## src/hw/bsm_params.svh

```systemverilog
`ifndef BSM_PARAMS_SVH
`define BSM_PARAMS_SVH

// ==========================================================================
// register indices (byte address is four times the index)
`define BSM_IDX_MODE        4'h0
`define BSM_IDX_THR         4'h1
`define BSM_IDX_WLVL        4'h8
`define BSM_IDX_WIRQ        4'h9
`define BSM_IDX_WFLG        4'ha
`define BSM_IDX_WSTS        4'hb

// ==========================================================================
// field positions
`define BSM_SRATE_BIT       4
`define BSM_ACT_HI          3
`define BSM_ACT_LO          2
`define BSM_SLP_HI          1
`define BSM_SLP_LO          0
`define BSM_THR_HI          2
`define BSM_THR_LO          0
`define BSM_WLVL_HI         1
`define BSM_WLVL_LO         0
`define BSM_EDGE_HI         2
`define BSM_EDGE_LO         1
`define BSM_IE_BIT          0
`define BSM_IF_BIT          0
`define BSM_LS_BIT          0

// fuse byte layout
`define BSM_FUSE_THR_HI     7
`define BSM_FUSE_THR_LO     5

// ==========================================================================
// reset values
`define BSM_RST_WLVL        8'h00
`define BSM_RST_WIRQ        8'h00
`define BSM_RST_WFLG        8'h00
`define BSM_RST_WSTS        8'h00

// ==========================================================================
// timing
`define BSM_CLK_HZ          10000000
`define BSM_FAST_HZ         1000
`define BSM_SLOW_HZ         125

`endif

```

## src/hw/bsm_pkg.sv

```systemverilog
`default_nettype none

package bsm_pkg;

    // ======================================================================
    // operating mode codes
    typedef enum logic [1:0] {
        BSM_MODE_OFF   = 2'h0,
        BSM_MODE_ON    = 2'h1,
        BSM_MODE_SMP   = 2'h2,
        BSM_MODE_HOLD  = 2'h3
    } bsm_mode_e;

    // warning edge select codes
    typedef enum logic [1:0] {
        BSM_EDGE_FALL  = 2'h0,
        BSM_EDGE_RISE  = 2'h1,
        BSM_EDGE_BOTH  = 2'h2,
        BSM_EDGE_RSVD  = 2'h3
    } bsm_edge_e;

    // monitor states, one-hot
    typedef enum logic [2:0] {
        BSM_ST_OFF     = 3'b001,
        BSM_ST_CONT    = 3'b010,
        BSM_ST_SAMP    = 3'b100
    } bsm_state_e;

endpackage : bsm_pkg

`default_nettype wire

```

## src/hw/bsm_sampler.sv

```systemverilog
`include "bsm_params.svh"
`default_nettype none

module bsm_sampler
    import bsm_pkg::*;
#(
    parameter int FAST_CYC = `BSM_CLK_HZ / `BSM_FAST_HZ,
    parameter int SLOW_CYC = `BSM_CLK_HZ / `BSM_SLOW_HZ
) (
    input  wire logic hclk,
    input  wire logic hresetn,
    input  wire logic run,
    input  wire logic slow,
    output logic      tick
);

    // ======================================================================
    // period counter
    logic [16:0] cnt_reg;
    logic [16:0] limit;

    // period picks 1 kHz or 125 Hz
    assign limit = slow ? 17'(SLOW_CYC - 1) : 17'(FAST_CYC - 1);

    // count while sampling, restart when stopped
    always_ff @(posedge hclk or negedge hresetn) begin
        if (!hresetn) begin
            cnt_reg <= 17'h00000;
        end else if (!run || cnt_reg >= limit) begin
            cnt_reg <= 17'h00000;
        end else begin
            cnt_reg <= cnt_reg + 17'h00001;
        end
    end

    assign tick = run && (cnt_reg == limit);
endmodule : bsm_sampler

`default_nettype wire

```

## src/hw/bsm_regs.sv

```systemverilog
`include "bsm_params.svh"
`default_nettype none

module bsm_regs
    import bsm_pkg::*;
#(
    parameter int FAST_CYC = `BSM_CLK_HZ / `BSM_FAST_HZ,
    parameter int SLOW_CYC = `BSM_CLK_HZ / `BSM_SLOW_HZ
) (
    input  wire logic        hclk,
    input  wire logic        hresetn,
    input  wire logic        hsel,
    input  wire logic [7:0]  haddr,
    input  wire logic [1:0]  htrans,
    input  wire logic        hwrite,
    input  wire logic [2:0]  hsize,
    input  wire logic [31:0] hwdata,
    input  wire logic        hready,
    output logic [31:0]      hrdata,
    output logic             hreadyout,
    output logic             hresp,
    input  wire logic [7:0]  monitor_config_fuse,
    input  wire logic        change_protection_unlock,
    input  wire logic        deep_sleep,
    input  wire logic        supply_below_warning,
    output logic             monitor_enable,
    output logic             wake_halt,
    output logic [12:0]      warning_threshold_mv,
    output logic [12:0]      reset_threshold_mv,
    output logic             warning_irq
);

    // ======================================================================
    // decode helpers
    function automatic logic [12:0] thr_mv(input logic [2:0] code);
        case (code)
            3'h0:    thr_mv = 13'd1800;
            3'h1:    thr_mv = 13'd2150;
            3'h2:    thr_mv = 13'd2600;
            3'h3:    thr_mv = 13'd2950;
            3'h4:    thr_mv = 13'd3300;
            3'h5:    thr_mv = 13'd3700;
            3'h6:    thr_mv = 13'd4000;
            default: thr_mv = 13'd4300;
        endcase
    endfunction : thr_mv

    function automatic logic [6:0] offset_pct(input logic [1:0] code);
        case (code)
            2'h0:    offset_pct = 7'd105;
            2'h1:    offset_pct = 7'd115;
            default: offset_pct = 7'd125;  // reserved codes treated as widest
        endcase
    endfunction : offset_pct

    function automatic logic idx_hit(input logic [3:0] idx, input logic [3:0] want);
        idx_hit = (idx == want);
    endfunction : idx_hit

    // ======================================================================
    // register state
    logic              fuse_done_reg;
    logic              srate_reg;
    logic [1:0]        act_mode_reg;
    logic [1:0]        slp_mode_reg;
    logic [2:0]        thr_code_reg;
    logic [1:0]        wlvl_reg;
    logic [1:0]        edge_reg;
    logic              ie_reg;
    logic              flag_reg;
    logic              live_reg;
    logic              ready_reg;
    logic              wr_pend_reg;
    logic [3:0]        wr_idx_reg;
    logic [31:0]       rdata_reg;
    logic [12:0]       warn_mv_reg;
    logic [12:0]       rst_mv_reg;
    logic              sync1_reg;
    logic              sync2_reg;
    bsm_state_e        state_reg;
    bsm_state_e        state_next;

    logic              addr_ok;
    logic [3:0]        a_idx;
    logic              wr_mode;
    logic              wr_wlvl;
    logic              wr_wirq;
    logic              wr_wflg;
    logic              tick;
    logic              upd;
    logic              trig;
    logic [1:0]        cur_mode;
    logic [19:0]       warn_prod;

    // ======================================================================
    // ahb-lite slave front end, zero wait states
    assign a_idx     = haddr[5:2];
    assign addr_ok   = hsel && htrans[1] && hready;
    assign hreadyout = 1'b1;
    assign hresp     = 1'b0;
    assign hrdata    = rdata_reg;

    // address phase capture for writes
    always_ff @(posedge hclk or negedge hresetn) begin
        if (!hresetn) begin
            wr_pend_reg <= 1'b0;
            wr_idx_reg  <= 4'h0;
        end else begin
            wr_pend_reg <= addr_ok && hwrite && (haddr[7:6] == 2'b00) && (haddr[1:0] == 2'b00);
            wr_idx_reg  <= a_idx;
        end
    end

    assign wr_mode = wr_pend_reg && idx_hit(wr_idx_reg, `BSM_IDX_MODE);
    assign wr_wlvl = wr_pend_reg && idx_hit(wr_idx_reg, `BSM_IDX_WLVL);
    assign wr_wirq = wr_pend_reg && idx_hit(wr_idx_reg, `BSM_IDX_WIRQ);
    assign wr_wflg = wr_pend_reg && idx_hit(wr_idx_reg, `BSM_IDX_WFLG);

    // read data registered at the address phase, unmapped reads zero
    always_ff @(posedge hclk or negedge hresetn) begin
        if (!hresetn) begin
            rdata_reg <= 32'h00000000;
        end else if (addr_ok && !hwrite) begin
            rdata_reg <= 32'h00000000;
            if (haddr[7:6] == 2'b00) begin
                case (a_idx)
                    `BSM_IDX_MODE: rdata_reg[4:0] <= {srate_reg, act_mode_reg, slp_mode_reg};
                    `BSM_IDX_THR:  rdata_reg[2:0] <= thr_code_reg;
                    `BSM_IDX_WLVL: rdata_reg[1:0] <= wlvl_reg;
                    `BSM_IDX_WIRQ: rdata_reg[2:0] <= {edge_reg, ie_reg};
                    `BSM_IDX_WFLG: rdata_reg[0]   <= flag_reg;
                    `BSM_IDX_WSTS: rdata_reg[0]   <= live_reg;
                    default:       rdata_reg      <= 32'h00000000;
                endcase
            end
        end
    end

    // ======================================================================
    // fuse load right after reset release
    always_ff @(posedge hclk or negedge hresetn) begin
        if (!hresetn) begin
            fuse_done_reg <= 1'b0;
        end else begin
            fuse_done_reg <= 1'b1;
        end
    end

    // active mode and threshold: fuse only, bus writes ignored
    always_ff @(posedge hclk or negedge hresetn) begin
        if (!hresetn) begin
            act_mode_reg <= 2'h0;
            thr_code_reg <= 3'h0;
        end else if (!fuse_done_reg) begin
            act_mode_reg <= monitor_config_fuse[`BSM_ACT_HI:`BSM_ACT_LO];
            thr_code_reg <= monitor_config_fuse[`BSM_FUSE_THR_HI:`BSM_FUSE_THR_LO];
        end
    end

    // protected fields: fuse at reset, then only with unlock open
    always_ff @(posedge hclk or negedge hresetn) begin
        if (!hresetn) begin
            srate_reg    <= 1'b0;
            slp_mode_reg <= 2'h0;
        end else if (!fuse_done_reg) begin
            srate_reg    <= monitor_config_fuse[`BSM_SRATE_BIT];
            slp_mode_reg <= monitor_config_fuse[`BSM_SLP_HI:`BSM_SLP_LO];
        end else if (wr_mode && change_protection_unlock) begin
            srate_reg    <= hwdata[`BSM_SRATE_BIT];
            slp_mode_reg <= hwdata[`BSM_SLP_HI:`BSM_SLP_LO];
        end
    end

    // warning level and interrupt control
    always_ff @(posedge hclk or negedge hresetn) begin
        if (!hresetn) begin
            wlvl_reg <= 2'(`BSM_RST_WLVL);
            edge_reg <= 2'h0;
            ie_reg   <= 1'b0;
        end else begin
            if (wr_wlvl) begin
                wlvl_reg <= hwdata[`BSM_WLVL_HI:`BSM_WLVL_LO];
            end
            if (wr_wirq) begin
                edge_reg <= hwdata[`BSM_EDGE_HI:`BSM_EDGE_LO];
                ie_reg   <= hwdata[`BSM_IE_BIT];
            end
        end
    end

    // ======================================================================
    // threshold outputs
    assign warn_prod = 20'(thr_mv(thr_code_reg)) * 20'(offset_pct(wlvl_reg));

    always_ff @(posedge hclk or negedge hresetn) begin
        if (!hresetn) begin
            rst_mv_reg  <= 13'h0000;
            warn_mv_reg <= 13'h0000;
        end else begin
            rst_mv_reg  <= thr_mv(thr_code_reg);
            warn_mv_reg <= 13'(warn_prod / 20'd100);
        end
    end

    assign reset_threshold_mv   = rst_mv_reg;
    assign warning_threshold_mv = warn_mv_reg;

    // ======================================================================
    // monitor state follows sleep or active mode
    assign cur_mode = deep_sleep ? slp_mode_reg : act_mode_reg;

    always_comb begin
        case (cur_mode)
            BSM_MODE_ON:   state_next = BSM_ST_CONT;
            BSM_MODE_HOLD: state_next = deep_sleep ? BSM_ST_OFF : BSM_ST_CONT;
            BSM_MODE_SMP:  state_next = BSM_ST_SAMP;
            default:       state_next = BSM_ST_OFF;
        endcase
        if (!fuse_done_reg) begin
            state_next = BSM_ST_OFF;
        end
    end

    always_ff @(posedge hclk or negedge hresetn) begin
        if (!hresetn) begin
            state_reg <= BSM_ST_OFF;
        end else begin
            state_reg <= state_next;
        end
    end

    bsm_sampler #(
        .FAST_CYC (FAST_CYC),
        .SLOW_CYC (SLOW_CYC)
    ) u_sampler (
        .hclk    (hclk),
        .hresetn (hresetn),
        .run     (state_reg == BSM_ST_SAMP),
        .slow    (srate_reg),
        .tick    (tick)
    );

    // comparator pin synchroniser
    always_ff @(posedge hclk or negedge hresetn) begin
        if (!hresetn) begin
            sync1_reg <= 1'b0;
            sync2_reg <= 1'b0;
        end else begin
            sync1_reg <= supply_below_warning;
            sync2_reg <= sync1_reg;
        end
    end

    assign upd = (state_reg == BSM_ST_CONT) || ((state_reg == BSM_ST_SAMP) && tick);
    assign monitor_enable = (state_reg != BSM_ST_OFF);

    // crossing detection against the held level
    always_comb begin
        case (edge_reg)
            BSM_EDGE_FALL: trig = upd && sync2_reg && !live_reg;
            BSM_EDGE_RISE: trig = upd && !sync2_reg && live_reg;
            BSM_EDGE_BOTH: trig = upd && (sync2_reg != live_reg);
            default:       trig = 1'b0;
        endcase
    end

    // live level, held while monitor is off
    always_ff @(posedge hclk or negedge hresetn) begin
        if (!hresetn) begin
            live_reg  <= 1'b0;
            ready_reg <= 1'b0;
        end else begin
            if (upd) begin
                live_reg <= sync2_reg;
            end
            ready_reg <= (state_reg == BSM_ST_OFF) ? 1'b0 : (ready_reg || upd);
        end
    end

    assign wake_halt = (act_mode_reg == BSM_MODE_HOLD) && !ready_reg && fuse_done_reg;

    // sticky flag, set wins over clear
    always_ff @(posedge hclk or negedge hresetn) begin
        if (!hresetn) begin
            flag_reg <= 1'b0;
        end else if (trig) begin
            flag_reg <= 1'b1;
        end else if (wr_wflg && hwdata[`BSM_IF_BIT]) begin
            flag_reg <= 1'b0;
        end
    end

    assign warning_irq = flag_reg && ie_reg;
endmodule : bsm_regs

`default_nettype wire

```

## config.mk

```make
export PLATFORM = sky130hd
export DESIGN_NAME = bsm_regs
export DESIGN_NICKNAME = d
export VERILOG_FILES = /design/src/hw/bsm_pkg.sv /design/src/hw/bsm_sampler.sv /design/src/hw/bsm_regs.sv
export VERILOG_INCLUDE_DIRS = /design/src /design/src/hw
export SDC_FILE = /design/constraint.sdc
export NUM_CORES = 1
export LEC_CHECK = 0
export ABC_AREA = 1
export BUFFER_PORTS_ARGS = -buffer_cell sky130_fd_sc_hd__buf_4
export CORE_MARGIN = 4
export CORE_UTILIZATION = 41
export CTS_CLUSTER_SIZE = 30
export DETAILED_ROUTE_END_ITERATION = 6
export MAX_ROUTING_LAYER = met4
export SLEW_MARGIN = 15
export SYNTH_ARGS = -nofsm -noshare
export SYNTH_HDL_FRONTEND = slang
export SYNTH_HIERARCHICAL = 1
export SYNTH_SLANG_ARGS = --single-unit
export TNS_END_PERCENT = 10
```

## constraint.sdc

```tcl
create_clock -name hclk -period 17.18 [get_ports hclk]
set_input_delay 0 -clock hclk [delete_from_list [all_inputs] [get_ports hclk]]
set_output_delay 0 -clock hclk [all_outputs]
set_load 0.01 [all_outputs]
```

-- Word level (Yosys, flattened, before mapping)
Cells that the tools add are included.
- register bits after elaboration: 102
- input port bits: 61
- output and inout port bits: 63
- add/sub/neg operators: 1
- multipliers: 1
- divide/modulo/power cells: 1
- $lt $le $gt $ge: 1
- equal/unequal tests: 28
- multiplexer cells: 21
- reductions and logical operators: 38
- operators with widths (cell ; count):
    13-bit case mux with 7 select lines ; 1
    17-bit two-way mux ; 2
    4-bit == test, second input constant ; 7
    1-bit logical AND ; 22
    20-bit by 7-bit divider with 20-bit output, second input constant ; 1
    13-bit by 7-bit multiplier with 20-bit output ; 1
    17-bit by 1-bit adder with 17-bit output, second input constant ; 1
    17-bit == test ; 1
    17-bit greater-or-equal comparator ; 1
    3-bit == test, second input constant ; 4
    2-bit two-way mux ; 5
    5-bit case mux with 2 select lines ; 1
    3-bit by 2-bit == test with 1-bit output, second input constant ; 3
    3-bit case mux with 3 select lines ; 1
    2-bit == test, second input constant ; 4
    2-bit zero test ; 4
    4-bit zero test ; 2
    2-bit by 1-bit == test with 1-bit output, second input constant ; 3
    3-bit by 1-bit == test with 1-bit output, second input constant ; 2
    1-bit case mux with 3 select lines ; 2
    1-bit case mux with 6 select lines ; 1
    1-bit zero test ; 5
    1-bit two-way mux ; 5
    5-bit two-way mux ; 1
    other kinds (9) ; 11

-- Depth between registers and ports, before layout
- depth in word-level cells: 9
- gate-level depth with buffers: 92
- mapped depth without buffers: 92

-- By module
The synthesis kept the hierarchy.
- modules (own cells, without submodules) (module ; instances ; cells each ; area an instance (um^2) ; seq. area each (um^2)):
    bsm_regs ; 1 ; 1079 ; 7672.4 ; 1427.6
    bsm_sampler ; 1 ; 138 ; 1194.9 ; 425.4

-- Worst setup path before layout
No wires, ideal clock.
- path kind: reg-to-reg
- start: reg thr_code_reg[2]
- end: reg warn_mv_reg[0], in the netlist warning_threshold_mv[0]
- setup time: 0.119 ns
- arrival time: 9.967 ns
- setup slack: 7.094 ns
- cell stages (with the launch flop): 80
- buffers on the path: 0
- path through: dfrtp_1 > inv_1 > nor2_1 > clkinv_1 > o21ai_0 > inv_1 > nor2_1 > fa_1 > fa_1 > fa_1 > inv_1 > fa_1 > inv_1 > ha_1 > nand2_1 > inv_2 > a21oi_2 > nand2_2 > (+44 left out) > o21ai_1 > inv_2 > nand2_1 > nand2_1 > nand2_2 > nand2_2 > nor2_4 > nand2_4 > nand3_4 > nand2_2 > nand2_4 > nor2_4 > nand2_2 > nand2_2 > nand3_1 > nand2_1 > nor2_1 > nand2_1
- cells in the longest elaborated chain, start to end: 4
- elaborated cells between the ends (all ways): 10
- RTL lines (element ; line ; RTL):
    start, declared ; bsm_regs.sv:66 ; logic [2:0] thr_code_reg;
    start signal, assigned ; bsm_regs.sv:156 ; thr_code_reg <= monitor_config_fuse[`BSM_FUSE_THR_HI:`BSM_FUSE_THR_LO];
    3-bit == test (tied with other cells) ; bsm_regs.sv:36 ; case (code)
    13-bit case mux with 7 select lines * ; bsm_regs.sv:36 ;
    13-bit by 7-bit multiplier with 20-bit output * ; bsm_regs.sv:193 ; assign warn_prod = 20'(thr_mv(thr_code_reg)) * 20'(offset_pct(wlvl_reg));
    20-bit by 7-bit divider with 20-bit output * ; bsm_regs.sv:201 ; warn_mv_reg <= 13'(warn_prod / 20'd100);
    end signal, assigned ; bsm_regs.sv:201 ;
    end, declared ; bsm_regs.sv:76 ; logic [12:0] warn_mv_reg;
Mark *: on every way between the ends. The rest lies on a longest branch, timed or not.
A chain may end at the register's enable or synchronous reset.

-- Worst setup path after layout
Same ends and word-level chain as after synthesis.

==> results.toml <==
[status]
status = "complete, no violations"

[synthesis]
syn_area_per_cell_sq_um = 7.29
yosys.area_share.simple = 0.376
ys_ff_latch = 74
synth_area_leaders = "dfrtp_1, nand2_1, fa_1, inv_1, ha_1"
synth_ff_type = "dfrtp_1"
synth_top_family_by_area = "simple AND/OR/NAND/NOR gates"
ys_seq_area_frac = 0.209
ys_warn_count = 6
synth_xor_area_frac = 0.0416
synth_edf_count = 0
synth_compound_area_frac = 0.0631
synthAdderAreaFrac = 0.178
synthMuxAreaShare = 0.00127
synth_largest_area_cell = "dfrtp_1"
netlist.area_leader.share = 0.206
syn_area_sq_um = 8870
yosysUniqueCellTypes = 56
netlist_instances = 1217
async_reset_ff_frac = 1.00

[setup_path]
r2r_end = "warning_threshold_mv[0]$_DFF_PN0_"
crit_required_ps = 17410
regToRegSetupSlack_ps = 5390
r2r.worst_path.cells = 79
startpoint_type = "flip-flop"
path_class = "flip-flop to flip-flop"
timing.rr.start = "thr_code_reg[2]$_DFFE_PN0N_"
crit_top_cell = "nand2_2"
worstPathArrival_ps = 12030
endpoint_kind = "flip-flop"
cp_slowest_stage_delay_ps = 550
cp_max_fo = 9
crit_slowest_cell = "fa_1"

[floorplan]
core_sq_um = 21200
die_area_sq_um = 24000
ios = 124
fp-row-count = 53
die_h_microns = 155
initial_utilization = 0.419
fp.dieW_microns = 155

[final_layout]
drive_above_1_share = 0.194
fillers = 2129
largest_reg_flops = 17
syn_to_final_growth_pct = 13.4
diodes = 0
nNetsFinal = 1466
finalInstanceArea_sq_um = 10100
fin_cells = 1586

[global_route]
grtUsageMet3 = 0.0200
grt_start_max_net_pins = 75
grt_first_pass_wirelength_microns = 33200
grt_use_met2 = 0.296
grt_antenna_before_repair = 0
grt_overflow_total = 0
use_met1 = 0.210
grt_pass1_vias = 7183
grt.total_usage = 0.168
top_usage_layer = "met2"

[timing]
period_share = 0.686
fin_hold_ws_ps = 22.2
fmax_mhz = 84.8
skew_ps = 11.8
grt_setup_unrepaired = "false"
final_max_slew_viol_count = 0
tns_ps = 0
hold_viol = 0
finalSetupViolations = 0
tightestPinTransition_ps = 979
slew_headroom = 0.345
period_minus_slack_ps = 11790

[place]
gp_congestion = 0.856
io_buffers = 61
hpwl_microns = 15300
placedCellCount = 1547
placed_area_sq_um = 9520

[job]
cap_viol_max_count = 0

[clock_network]
cts_root_buffer = "clkbuf_16"
cts_tree = "built"
numCtsBuffers = 9
ctsResizeCount = 0
postCtsSetupBuffers = 0
cts.clk_slew.worst_paths_ps = 70
ctsHtreeMaxLevel = 3
cts_hold_buffers = 23
insertion_delay_ps = 350
cts.sinks = 74
clock_path_buffers = 2

[detailed_routing]
drc_errors = 0
drt_iter0_markers = 307
firstDrtPassIters = 4
wl_microns = 18800
viasPerCell = 4.65
vias = 7379
wl_per_cell_microns = 11.8
postRouteAntennaNets = 0

[hold_path]
holdPathStages = 5
min-delay-start = "monitor_config_fuse[0]"
hold_path.class = "primary input to flip-flop"
whs_endpoint = "slp_mode_reg[0]$_DFFE_PN0P_"
placed cells by master, fill, tap and decap left out, types with 21 or more instances in the layout:
cell,netlist,layout
nor2_1,111,111
o21ai_0,34,34
nand3_1,67,67
nand2_4,24,24
dlygate4sd3_1,0,23
nand2_2,67,67
conb_1,2,31
xor2_1,28,28
dfrtp_1,73,73
buf_4,30,61
nand2_1,274,274
inv_1,208,208
nand4_1,21,21
ha_1,54,54
fa_1,45,45
cells in the mapped netlist, drive strengths merged, types with 5 or more instances:
cell type	n
nand2	365
nor3	18
buf	31
inv	221
nor2	143
nand4	26
a21oi	22
nand3b	5
fa	45
xnor2	12
o21ai	53
ha	54
dfrtp	73
nand3	83
xor2	28
metal layers:
metal  vias to the layer above  wire [microns]
li1                       3898               -
met1                      3393            8680
met2                        76            9510
met3                        12             471
met4                         0             128
met5                         -               0
worst max-delay path: cells and delay by family, from the launching register on:
family | cells | cell delay [ps]
adders and majority gates | 5 | 2310
AOI/OAI and AO/OA | 4 | 750
and+or+nand+nor | 62 | 6640
DFF | 1 | 380
xor gates and xnor gates | 1 | 480
buffers and inverters | 7 | 1070
worst max-delay path by stage:
| stage | from | endpoint | slack (ps) | cells past startpoint |
|---|---|---|---|---|
| final | thr_code_reg[2]$_DFFE_PN0N_ | warning_threshold_mv[0]$_DFF_PN0_ | 5390 | 79 |
| after global placement | thr_code_reg[2]$_DFFE_PN0N_ | warning_threshold_mv[0]$_DFF_PN0_ | 5440 | 77 |
| after CTS | thr_code_reg[2]$_DFFE_PN0N_ | warning_threshold_mv[0]$_DFF_PN0_ | 5300 | 77 |
| after floorplan | thr_code_reg[2]$_DFFE_PN0N_ | warning_threshold_mv[0]$_DFF_PN0_ | 7090 | 79 |
| after detailed placement | thr_code_reg[2]$_DFFE_PN0N_ | warning_threshold_mv[0]$_DFF_PN0_ | 5350 | 77 |
| after global routing | thr_code_reg[2]$_DFFE_PN0N_ | warning_threshold_mv[0]$_DFF_PN0_ | 4050 | 75 |
stage by stage:
step / util / worst slack [ps]
2_1_floorplan: - / 7090
3_3_place_gp: 0.450 / 5440
3_5_place_dp: 0.450 / 5350
4_1_cts: 0.475 / 5300
5_1_grt: 0.475 / 4050
6_report: 0.475 / 5390
cell type report:
class / instances / area (sq um) / area share
clock buffers: 9 / 225 / 0.0224
clock inverters: 7 / 83.8 / 0.00834
inverters: 227 / 893 / 0.0888
multi-input cells: 910 / 5970 / 0.594
flip-flops and latches: 74 / 1850 / 0.184
well taps: 275 / 344 / 0.0342
repair buffers: 84 / 688 / 0.0684
logic make-up after synthesis:
family / Yosys count
XOR/XNOR: 40
AND/OR/NAND/NOR: 647
AO/OA/AOI/OAI: 92
multiplexers: 1
buffers and inverters: 262
adder cells (fa/ha/maj): 99
other: 2
flip-flops: 74
Power is left out: the tool's default activity adds up to more than one toggle a clock period on the data nets, which glitch-free logic cannot reach.
